<file path="src/verilog/fssr_map.vh">
// Register map, field positions, reset values and timing constants of the fail-safe status bank
`ifndef FSSR_MAP_VH
`define FSSR_MAP_VH

// Register addresses on the decoded fail-safe access port
`define FSSR_ADDR_SAFETY_PIN_FLAGS   8'h09
`define FSSR_ADDR_FAULT_FLAGS        8'h0a
`define FSSR_ADDR_IRQ_INHIBIT        8'h0b
`define FSSR_ADDR_MACHINE_STATUS     8'h0c

// Safety pin flags fields
`define FSSR_BIT_RESET_OCCURRED      17
`define FSSR_BIT_RESET_SHORT         16
`define FSSR_BIT_RESET_REQUEST       15

// Fault flags fields
`define FSSR_BIT_BUS_CRC             10
`define FSSR_BIT_BUS_VIOLATION       9
`define FSSR_BIT_FAULT_RSVD_HI       15
`define FSSR_BIT_FAULT_RSVD_LO       8

// Interrupt inhibit fields
`define FSSR_BIT_INH_AUX             14
`define FSSR_BIT_INH_IO              13
`define FSSR_BIT_INH_CORE            12

// Machine status fields
`define FSSR_BIT_DEBUG_LEAVE         22
`define FSSR_BIT_DEBUG_ACTIVE        21
`define FSSR_BIT_FUSE_CRC            19
`define FSSR_BIT_SHADOW_MISMATCH     17
`define FSSR_BIT_STATE_HI            12
`define FSSR_BIT_STATE_LO            8

// Reset values
`define FSSR_RST_RESET_OCCURRED      1'b1
`define FSSR_RST_RESERVED_ONE        1'b1
`define FSSR_RST_STATE_CODE          5'h06

// Timing: fuse check period and reset pin pulse length
`define FSSR_CLOCK_MHZ               125
`define FSSR_FUSE_CHECK_MS           5
`define FSSR_FUSE_CHECK_CYCLES       (`FSSR_FUSE_CHECK_MS * 1000 * `FSSR_CLOCK_MHZ)
`define FSSR_RESET_PULSE_CYCLES      16

`endif

</file>
<file path="src/verilog/fssr_pulse_gen.v">
// Reset pin pulse generator: one fixed-length low pulse per start
`timescale 1ns/10ps
`include "fssr_map.vh"
module fssr_pulse_gen #(
    parameter LENGTH = `FSSR_RESET_PULSE_CYCLES,
    parameter WIDTH  = 8
) (
    input  wire             clock,
    input  wire             reset,
    input  wire             start,
    output reg              busy,
    output wire             done
);
    reg  [WIDTH-1:0] count;

    // Counts the pulse down; a start while busy is ignored
    always @(posedge clock) begin
        if (reset) begin
            busy  <= 1'b0;
            count <= {WIDTH{1'b0}};
        end else if (!busy && start) begin
            busy  <= 1'b1;
            count <= LENGTH[WIDTH-1:0] - {{(WIDTH-1){1'b0}}, 1'b1};
        end else if (busy) begin
            if (count == {WIDTH{1'b0}}) begin
                busy <= 1'b0;
            end else begin
                count <= count - {{(WIDTH-1){1'b0}}, 1'b1};
            end
        end
    end

    assign done = busy && (count == {WIDTH{1'b0}});
endmodule // fssr_pulse_gen

</file>
<file path="src/verilog/fssr_regs.v">
// Fail-safe status register bank: reset pin, bus errors, monitor inhibit, debug and corruption status
//
// Function
// - Any reset pin assertion sets the reset-occurred flag, bit 17; write 1 clears.
// - Reset pin found shorted high sets sticky flag bit 16; write 1 clears.
// - Writing 1 to bit 15 pulses the reset pin; writing 0 does nothing.
// - Bad checksum on a fail-safe bus transfer sets flag bit 10; write 1 clears.
// - Bad access, wrong address or init-only write in normal mode sets flag bit 9; write 1 clears.
// - Inhibit bit 14 set suppresses auxiliary monitor overvoltage/undervoltage interrupts.
// - Inhibit bit 13 set suppresses I/O supply monitor overvoltage/undervoltage interrupts.
// - Inhibit bit 12 set suppresses core supply monitor overvoltage/undervoltage interrupts.
// - Bit 21 shows debug mode live; writing 1 to bit 22 leaves debug mode.
// - Fuse configuration checked every 5 ms; mismatch sets sticky flag bit 19.
// - Init registers compared with inverted shadows; mismatch sets flag bit 17.
// - Bits 12 to 8 show the safety machine state; reset code 0 0110.
`timescale 1ns/10ps
`include "fssr_map.vh"
module fssr_regs #(
    parameter FUSE_CHECK_CYCLES = `FSSR_FUSE_CHECK_CYCLES,
    parameter PULSE_CYCLES      = `FSSR_RESET_PULSE_CYCLES,
    parameter INIT_WIDTH        = 16
) (
    input  wire                  clock,
    input  wire                  reset,
    input  wire                  reg_write,
    input  wire                  reg_read,
    input  wire [7:0]            reg_addr,
    input  wire [23:0]           reg_wdata,
    input  wire                  normal_mode,
    input  wire                  init_only_write,
    output reg  [23:0]           reg_rdata,
    output reg                   reg_rvalid,
    input  wire                  reset_pin_seen,
    input  wire                  reset_pin_short,
    output wire                  reset_out_pin_n,
    input  wire                  bus_crc_bad,
    input  wire                  bus_access_bad,
    input  wire [1:0]            aux_monitor_event,
    input  wire [1:0]            io_supply_event,
    input  wire [1:0]            core_supply_event,
    output reg  [5:0]            monitor_flag_set,
    output reg                   monitor_irq_request,
    input  wire                  debug_active_status,
    output reg                   debug_leave_cmd,
    output reg                   fuse_check_start,
    input  wire                  fuse_check_done,
    input  wire                  fuse_crc_ok,
    input  wire [INIT_WIDTH-1:0] init_reg_value,
    input  wire [INIT_WIDTH-1:0] init_reg_shadow,
    input  wire [4:0]            safety_machine_code
);
    ////////////////////////////////////////////////////////////////////////////////
    // Decode and status storage
    reg                  reset_occurred_flag;
    reg                  reset_pin_short_flag;
    reg                  reset_pulse_request;
    reg                  bus_checksum_error;
    reg                  bus_access_violation;
    reg                  aux_monitor_irq_inhibit;
    reg                  io_supply_irq_inhibit;
    reg                  core_supply_irq_inhibit;
    reg                  fuse_config_crc_error;
    reg                  shadow_mismatch_error;
    reg  [4:0]           machine_code;
    reg  [31:0]          fuse_timer;
    wire                 pulse_busy;
    wire                 pulse_done;
    wire                 pulse_start;
    wire                 known_addr;
    wire                 shadow_bad;
    wire [5:0]           monitor_events;
    wire [5:0]           monitor_mask;

    // True when the address names the given register of this bank
    function is_addr;
        input [7:0] a;
        input [7:0] target;
        begin
            is_addr = (a == target);
        end
    endfunction

    // One-cycle write-1 strobe for a field of a given register
    function wone;
        input [7:0]  a;
        input [7:0]  target;
        input        wr;
        input [23:0] data;
        input [4:0]  pos;
        begin
            wone = wr && (a == target) && data[pos];
        end
    endfunction

    assign known_addr = is_addr(reg_addr, `FSSR_ADDR_SAFETY_PIN_FLAGS)
                     || is_addr(reg_addr, `FSSR_ADDR_FAULT_FLAGS)
                     || is_addr(reg_addr, `FSSR_ADDR_IRQ_INHIBIT)
                     || is_addr(reg_addr, `FSSR_ADDR_MACHINE_STATUS);

    ////////////////////////////////////////////////////////////////////////////////
    // Reset pin request and pulse
    // Pulse on write one
    assign pulse_start = wone(reg_addr, `FSSR_ADDR_SAFETY_PIN_FLAGS, reg_write, reg_wdata,
                              `FSSR_BIT_RESET_REQUEST);

    fssr_pulse_gen #(
        .LENGTH (PULSE_CYCLES),
        .WIDTH  (8)
    ) u_pulse (
        .clock (clock),
        .reset (reset),
        .start (reset_pulse_request),
        .busy  (pulse_busy),
        .done  (pulse_done)
    );

    assign reset_out_pin_n = ~pulse_busy;

    // Request is held until the pulse ends
    always @(posedge clock) begin
        if (reset) begin
            reset_pulse_request <= 1'b0;
        end else if (pulse_start) begin
            reset_pulse_request <= 1'b1;
        end else if (pulse_done) begin
            reset_pulse_request <= 1'b0;
        end
    end

    ////////////////////////////////////////////////////////////////////////////////
    // Sticky flags: a set in the same cycle as a clear wins
    always @(posedge clock) begin
        if (reset) begin
            reset_occurred_flag   <= `FSSR_RST_RESET_OCCURRED;
            reset_pin_short_flag  <= 1'b0;
            bus_checksum_error    <= 1'b0;
            bus_access_violation  <= 1'b0;
            fuse_config_crc_error <= 1'b0;
            shadow_mismatch_error <= 1'b0;
        end else begin
            reset_occurred_flag <= (reset_pin_seen || (pulse_busy && pulse_done))
                || (reset_occurred_flag && !wone(reg_addr, `FSSR_ADDR_SAFETY_PIN_FLAGS, reg_write,
                                                 reg_wdata, `FSSR_BIT_RESET_OCCURRED));
            reset_pin_short_flag <= reset_pin_short
                || (reset_pin_short_flag && !wone(reg_addr, `FSSR_ADDR_SAFETY_PIN_FLAGS, reg_write,
                                                  reg_wdata, `FSSR_BIT_RESET_SHORT));
            bus_checksum_error <= bus_crc_bad
                || (bus_checksum_error && !wone(reg_addr, `FSSR_ADDR_FAULT_FLAGS, reg_write,
                                                reg_wdata, `FSSR_BIT_BUS_CRC));
            bus_access_violation <= bus_access_bad
                || ((reg_write || reg_read) && !known_addr)
                || (reg_write && init_only_write && normal_mode)
                || (bus_access_violation && !wone(reg_addr, `FSSR_ADDR_FAULT_FLAGS, reg_write,
                                                  reg_wdata, `FSSR_BIT_BUS_VIOLATION));
            fuse_config_crc_error <= (fuse_check_done && !fuse_crc_ok)
                || (fuse_config_crc_error && !wone(reg_addr, `FSSR_ADDR_MACHINE_STATUS, reg_write,
                                                   reg_wdata, `FSSR_BIT_FUSE_CRC));
            shadow_mismatch_error <= shadow_bad
                || (shadow_mismatch_error && !wone(reg_addr, `FSSR_ADDR_MACHINE_STATUS, reg_write,
                                                   reg_wdata, `FSSR_BIT_SHADOW_MISMATCH));
        end
    end

    assign shadow_bad = (init_reg_value != ~init_reg_shadow);

    ////////////////////////////////////////////////////////////////////////////////
    // Fuse check timer
    // Five millisecond cycle
    always @(posedge clock) begin
        if (reset) begin
            fuse_timer       <= 32'h0000_0000;
            fuse_check_start <= 1'b0;
        end else if (fuse_timer == FUSE_CHECK_CYCLES[31:0] - 32'h0000_0001) begin
            fuse_timer       <= 32'h0000_0000;
            fuse_check_start <= 1'b1;
        end else begin
            fuse_timer       <= fuse_timer + 32'h0000_0001;
            fuse_check_start <= 1'b0;
        end
    end

    ////////////////////////////////////////////////////////////////////////////////
    // Interrupt inhibit register and monitor gating
    always @(posedge clock) begin
        if (reset) begin
            aux_monitor_irq_inhibit <= 1'b0;
            io_supply_irq_inhibit   <= 1'b0;
            core_supply_irq_inhibit <= 1'b0;
        end else if (reg_write && is_addr(reg_addr, `FSSR_ADDR_IRQ_INHIBIT)) begin
            aux_monitor_irq_inhibit <= reg_wdata[`FSSR_BIT_INH_AUX];
            io_supply_irq_inhibit   <= reg_wdata[`FSSR_BIT_INH_IO];
            core_supply_irq_inhibit <= reg_wdata[`FSSR_BIT_INH_CORE];
        end
    end

    assign monitor_events = {aux_monitor_event, io_supply_event, core_supply_event};
    // Auxiliary inhibit, I/O inhibit, core inhibit
    assign monitor_mask   = {{2{aux_monitor_irq_inhibit}}, {2{io_supply_irq_inhibit}},
                             {2{core_supply_irq_inhibit}}};

    // Interrupt request and flag set strobes
    always @(posedge clock) begin
        if (reset) begin
            monitor_irq_request <= 1'b0;
            monitor_flag_set    <= 6'h00;
        end else begin
            monitor_irq_request <= |(monitor_events & ~monitor_mask);
            monitor_flag_set    <= monitor_events;
        end
    end

    ////////////////////////////////////////////////////////////////////////////////
    // Debug leave command and state code
    always @(posedge clock) begin
        if (reset) begin
            debug_leave_cmd <= 1'b0;
            machine_code    <= `FSSR_RST_STATE_CODE;
        end else begin
            debug_leave_cmd <= wone(reg_addr, `FSSR_ADDR_MACHINE_STATUS, reg_write, reg_wdata,
                                    `FSSR_BIT_DEBUG_LEAVE);
            machine_code    <= safety_machine_code;
        end
    end

    ////////////////////////////////////////////////////////////////////////////////
    // Read path, registered one cycle after the read strobe
    always @(posedge clock) begin
        if (reset) begin
            reg_rdata  <= 24'h000000;
            reg_rvalid <= 1'b0;
        end else begin
            reg_rvalid <= reg_read;
            reg_rdata  <= 24'h000000;
            if (reg_read) begin
                case (reg_addr)
                    `FSSR_ADDR_SAFETY_PIN_FLAGS: begin
                        reg_rdata[`FSSR_BIT_RESET_OCCURRED] <= reset_occurred_flag;
                        reg_rdata[`FSSR_BIT_RESET_SHORT]    <= reset_pin_short_flag;
                    end
                    `FSSR_ADDR_FAULT_FLAGS: begin
                        reg_rdata[`FSSR_BIT_FAULT_RSVD_HI]  <= `FSSR_RST_RESERVED_ONE;
                        reg_rdata[`FSSR_BIT_FAULT_RSVD_LO]  <= `FSSR_RST_RESERVED_ONE;
                        reg_rdata[`FSSR_BIT_BUS_CRC]        <= bus_checksum_error;
                        reg_rdata[`FSSR_BIT_BUS_VIOLATION]  <= bus_access_violation;
                    end
                    `FSSR_ADDR_IRQ_INHIBIT: begin
                        reg_rdata[`FSSR_BIT_INH_AUX]        <= aux_monitor_irq_inhibit;
                        reg_rdata[`FSSR_BIT_INH_IO]         <= io_supply_irq_inhibit;
                        reg_rdata[`FSSR_BIT_INH_CORE]       <= core_supply_irq_inhibit;
                    end
                    `FSSR_ADDR_MACHINE_STATUS: begin
                        reg_rdata[`FSSR_BIT_DEBUG_ACTIVE]   <= debug_active_status;
                        reg_rdata[`FSSR_BIT_FUSE_CRC]       <= fuse_config_crc_error;
                        reg_rdata[`FSSR_BIT_SHADOW_MISMATCH] <= shadow_mismatch_error;
                        reg_rdata[`FSSR_BIT_STATE_HI:`FSSR_BIT_STATE_LO] <= machine_code;
                    end
                    default: begin
                        reg_rdata <= 24'h000000;
                    end
                endcase
            end
        end
    end
endmodule // fssr_regs
</file>
<file path="config.mk">
export PLATFORM = sky130hd
export DESIGN_NAME = fssr_regs
export DESIGN_NICKNAME = d
export VERILOG_FILES = /design/src/verilog/fssr_pulse_gen.v /design/src/verilog/fssr_regs.v
export VERILOG_INCLUDE_DIRS = /design/src /design/src/verilog
export SDC_FILE = /design/constraint.sdc
export NUM_CORES = 1
export LEC_CHECK = 0
export CORE_ASPECT_RATIO = 1.5
export CORE_MARGIN = 1
export CORE_UTILIZATION = 60
export DETAILED_ROUTE_END_ITERATION = 12
export DONT_BUFFER_PORTS = 1
export GPL_ROUTABILITY_DRIVEN = 0
export HOLD_SLACK_MARGIN = 0.12
export PLACE_DENSITY_LB_ADDON = 0.1
export SETUP_SLACK_MARGIN = 0.4
export SLEW_MARGIN = 5
export SYNTH_ARGS = -nofsm -noshare
export SYNTH_HDL_FRONTEND = slang
export SYNTH_HIERARCHICAL = 1
export SYNTH_SLANG_ARGS = --single-unit
</file>
<file path="constraint.sdc">
create_clock -name clock -period 2.3 [get_ports clock]
set_input_delay 0.345 -clock clock [delete_from_list [all_inputs] [get_ports clock]]
set_output_delay 0.345 -clock clock [all_outputs]
set_load 0.02 [all_outputs]
</file>
* After elaboration in Yosys (flattened, before gate mapping)
Cells that the tools add are included.
** Storage, ports and cells
- Bits in registers :: 90
- Bits in latches :: 0
- Bits in writable memories :: 0
- Memory bits (read-only) :: 0
- Bits of input ports :: 88
- Output and inout bits :: 35
- Word-level logic and storage cells :: 115
- Memories kept :: 0
** Operators by class
- $add $sub $neg :: 2
- Multiply operators :: 0
- Divide/modulo/power cells :: 0
- Magnitude comparators :: 0
- Eq/ne operators :: 7
- Shift-type cells :: 0
- Multiplexer cells :: 13
- Bitwise logic cells :: 9
- Reduce and logical (&&, ||, !) cells :: 59
** Operator list (count)
- $add A32 B1 Y32 const B :: 1
- $eq A32 B20 Y1 const B :: 1
- $eq A8 B4 Y1 const B :: 4
- $logic_and A1 B1 Y1 :: 25
- $ne A16 B16 Y1 :: 1
- $not A16 Y16 :: 1
- $logic_or A1 B1 Y1 :: 13
- $mux W4 :: 3
- $logic_not A1 Y1 :: 9
- $reduce_or A3 Y1 :: 3
- $logic_not A8 Y1 :: 1
- $sub A8 B1 Y8 const B :: 1
- $mux W1 :: 7
- $and A6 B6 Y6 :: 1
- $not A1 Y1 :: 6
- $not A6 Y6 :: 1
- $pmux W3 S2 :: 1
- $reduce_or A2 Y1 :: 3
- $reduce_or A6 Y1 :: 1
- $pmux W1 S2 :: 2
- $reduce_and A2 Y1 :: 2
- $reduce_bool A2 Y1 :: 2
- $ne A2 B1 Y1 const B :: 1

* Longest topological paths before layout
- Depth after elaboration :: 9
- Depth in mapped cells :: 7
- Mapped depth without buffers :: 6

* Modules after synthesis
The synthesis kept the hierarchy.
** Modules (own cells, without submodules)
- fssr_regs :: times used 1, cells an instance 355, area an instance 3170.5 sq um, seq. area each 1381.3 sq um
- fssr_pulse_gen :: times used 1, cells an instance 55, area an instance 484.2 sq um, seq. area each 180.2 sq um

* Worst setup path before layout
OpenSTA, ideal clock, no wires.
- Kind :: register to register
- Start :: register fuse_timer[9]
- End :: register fuse_timer[23]
- Library setup time :: 125 ps
- Arrival :: 1633 ps
- Required time :: 2175 ps
- Slack :: 541 ps
- Cell stages (with the launch flop) :: 5
- Path buffers :: 1
- Cells stage by stage :: dfxtp_1 or4b_4 o41ai_4 buf_6 a21oi_1
** On the way
- Word-level cells in the longest chain between the ends :: 2
- Elaborated cells between the ends (all ways) :: 3
** RTL lines
- start: declaration :: RTL line fssr_regs.v:65 : reg [31:0] fuse_timer;
- start signal: assignment :: RTL line fssr_regs.v:177 : fuse_timer <= fuse_timer + 32'h0000_0001;
- parallel branches: the longest is 2 deep, another holds $add A32 B1 Y32
Parallel ways; which one is timed is not known.
A chain may end at the register's enable or synchronous reset.

* Worst setup path after layout
- Start :: register fuse_timer[9]
- End :: register fuse_timer[1]
** On the way
- Word-level cells in the longest chain between the ends :: 2
** RTL lines
- $eq A32 B20 Y1 :: RTL line fssr_regs.v:173 : end else if (fuse_timer == FUSE_CHECK_CYCLES[31:0] - 32'h0000_0001) begin
- $reduce_or A2 Y1 (no line)
Every way passes these cells.

==> out/results.tsv <==
metric	value	unit
aggregate global-route resource usage	0.281	
Final period util	0.792	
vias in the first global route	3142	
Reg2Reg Depth	3	
n_diodes	0	
P per Cell Area	603	mW/mm2
Worst Clk Skew	0.00788	ns
Non-Filler Instances	521	
TritonCTS Buffers	9	
first-pass GRT wire length	13.8	mm
Worst setup SP type	flop	
width of the die	65.7	um
area grow syn2layout	14.4	%
Worst Setup End Kind	flop	
DRT Pass-1 Iters	5	
total congestion overflow	0	
DRT Wirelength	8.49	mm
status	finished, final reports clean	
Vias	3134	
Post-DRT Antenna Nets	0	
biggest area consumer among synthesized cells	dfxtp_1	
Filler cells	426	
WP data arrival	2.07	ns
static leakage	1.49	nW
RSZ-0062 raised after global routing	false	
DP Cell Count	476	
Crit Path Max Fanout	7	
commonest non-fill, non-tap cell in the layout	dfxtp_1	
final hold violation count	0	
most frequent cells in the layout	dfxtp_1, nor2_1, dlygate4sd3_1	
post-synthesis register bit count	78	
VDD IR max	0.000539	V
worst slack, placed	0.418	ns
fmax	0.549	GHz
post-layout util	0.717	
Top FF cell, synth	dfxtp_1	
Final min period	1.82	ns
Async SR Flop Fraction	0	
root buf cell	clkbuf_8	
setup_tns	0	ns
Initial Util	0.627	
Avg WL per Cell	16.3	um
Least-Margin Pin Slew	0.560	ns
reg2reg setup slack	0.48	ns
Seq/Total Area, Yosys	0.427	
layout cells sized above 1	0.105	
CTS tree	built	
EDFF count, synth	0	
number of distinct library cells after synthesis	58	
Top Ports	123	
Core Area	0.00583	mm2
Max H-tree Level	3	
critical path class	reg -> reg	
Final nets	535	
clock latency at the later pin of the worst-skew pair	0.36	ns
# setup viols final	0	
CP Launch Point	fuse_timer[9]$_SDFF_PP0_	
Worst R2R Start	fuse_timer[9]$_SDFF_PP0_	
starting DRC count in detailed routing	171	
initial antenna violation count	0	
Syn Inst Count	410	
DP Wirelength	5.96	mm
top post-synthesis cells by area	dfxtp_1, xor2_1, nor2_1, nand4_1, a21oi_1	
num rows	34	
setup ws final	0.479	ns
Hold Startpoint	reg_addr[2]	
die area	0.00641	mm2
Crit path required time	2.55	ns
Port Buf Inserts	0	
Mean Syn Cell Area	8.91	um2
DRC viols	0	
top cell type's share of synthesized area	0.427	
vias per inst	6.02	
crit path capture	fuse_timer[1]$_SDFF_PP0_	
maxcap violations	0	
largest net degree at the start of global routing	29	
Clock Tree Buf Depth	2	
chip height	97.6	um
Max-slew headroom	0.626	
YS warnings	6	
number of clock sinks	78	
worst r2r dst	fuse_timer[1]$_SDFF_PP0_	
Hold Path Class	in -> reg	
Slew Viols, Final	0	
post-synthesis cell area	0.00365	mm2
Clock transition at path regs	0.09	ns
[logic make-up after synthesis]
family / after synthesis / share of synthesized area
fa+ha+maj: 3 / 0.0103
compound gates: 69 / 0.125
xor+xnor: 29 / 0.0695
other cells: 1 / 0.00103
simple gates: 189 / 0.297
mux: 5 / 0.0137
buf+inv: 36 / 0.0561
flops: 78 / 0.427
[worst max-delay path: stages (launching register included)]
cell and delay, ns:
dfxtp_1 0.38, or4b_4 0.58, or4_1 0.55, and3_1 0.21
[flip-flops by register name (all words and copies together), names as in the netlist, 5 cells and up]
register          cells
reg_rdata            12
fuse_timer           32
u_pulse/count         8
monitor_flag_set      6
machine_code          5
[area by class of cell]
class	count	area [um2]	area share
Clock buffer	9	124	0.0296
Sequential cell	78	1570	0.375
Clock inverter	7	63.8	0.0153
Multi-Input combinational cell	307	1960	0.468
Tap cell	72	90.1	0.0215
Inverter	14	52.6	0.0126
Timing Repair Buffer	34	325	0.0778
[cells in the mapped netlist (all sizes together) (4+ instances only)]
library cell  instances
and3                  4
xor2                 19
or4                   9
clkbuf                5
a21oi                27
nand2                22
nor2b                16
o21ai                11
inv                  14
xnor2                10
and2                  7
or3                   7
nor3                  9
dfxtp                78
nor3b                 4
and4                  5
nand3                16
or2                   4
o31ai                 8
buf                  17
nor2                 43
mux2i                 5
nand4                23
nor4                  9
[worst min-delay path by stage]
stage / depth (start not counted) / end
5_1_grt: 2 / reset_pulse_request$_SDFFE_PP0P_
3_3_place_gp: 1 / reg_rdata[8]$_SDFF_PP0_
4_1_cts: 1 / reg_rdata[15]$_SDFF_PP0_
3_5_place_dp: 1 / reg_rdata[8]$_SDFF_PP0_
6_report: 1 / reg_rdata[15]$_SDFF_PP0_
2_1_floorplan: 1 / reg_rdata[8]$_SDFF_PP0_
[power by group]
group          internal [mW]  switching (mW)
Combinational         0.0748          0.0709
Clock                  0.416           0.565
Sequential              1.37          0.0233
[per-layer routing]
metal / global-route usage / share of wire / up-vias
met1: 0.275 / 0.36 / 1462
li1: - / - / 1520
met2: 0.531 / 0.56 / 125
met4: 0.142 / 0.035 / 0
met5: 0 / 0 / -
met3: 0.0481 / 0.046 / 27
[per-stage QoR]
step / total power, mW / instance area, um2 / hold slack [ns]
final: 2.52 / 4180 / 0.125
after global placement: 1.53 / 3670 / 0.409
after detailed placement: 1.53 / 3670 / 0.420
after CTS: 2.53 / 4140 / 0.122
after floorplan: 1.53 / 3700 / 0.403
after global routing: 2.61 / 4180 / 0.129
[repair_timing]
action / CTS / global route
hold buffers: 28 / 0
setup endpoints to repair: 0 / 9
endpoints found under the hold margin: 34 / 0
buffers inserted: 0 / 1
resized for setup: 0 / 12
(Power assumes the default switching activity.)
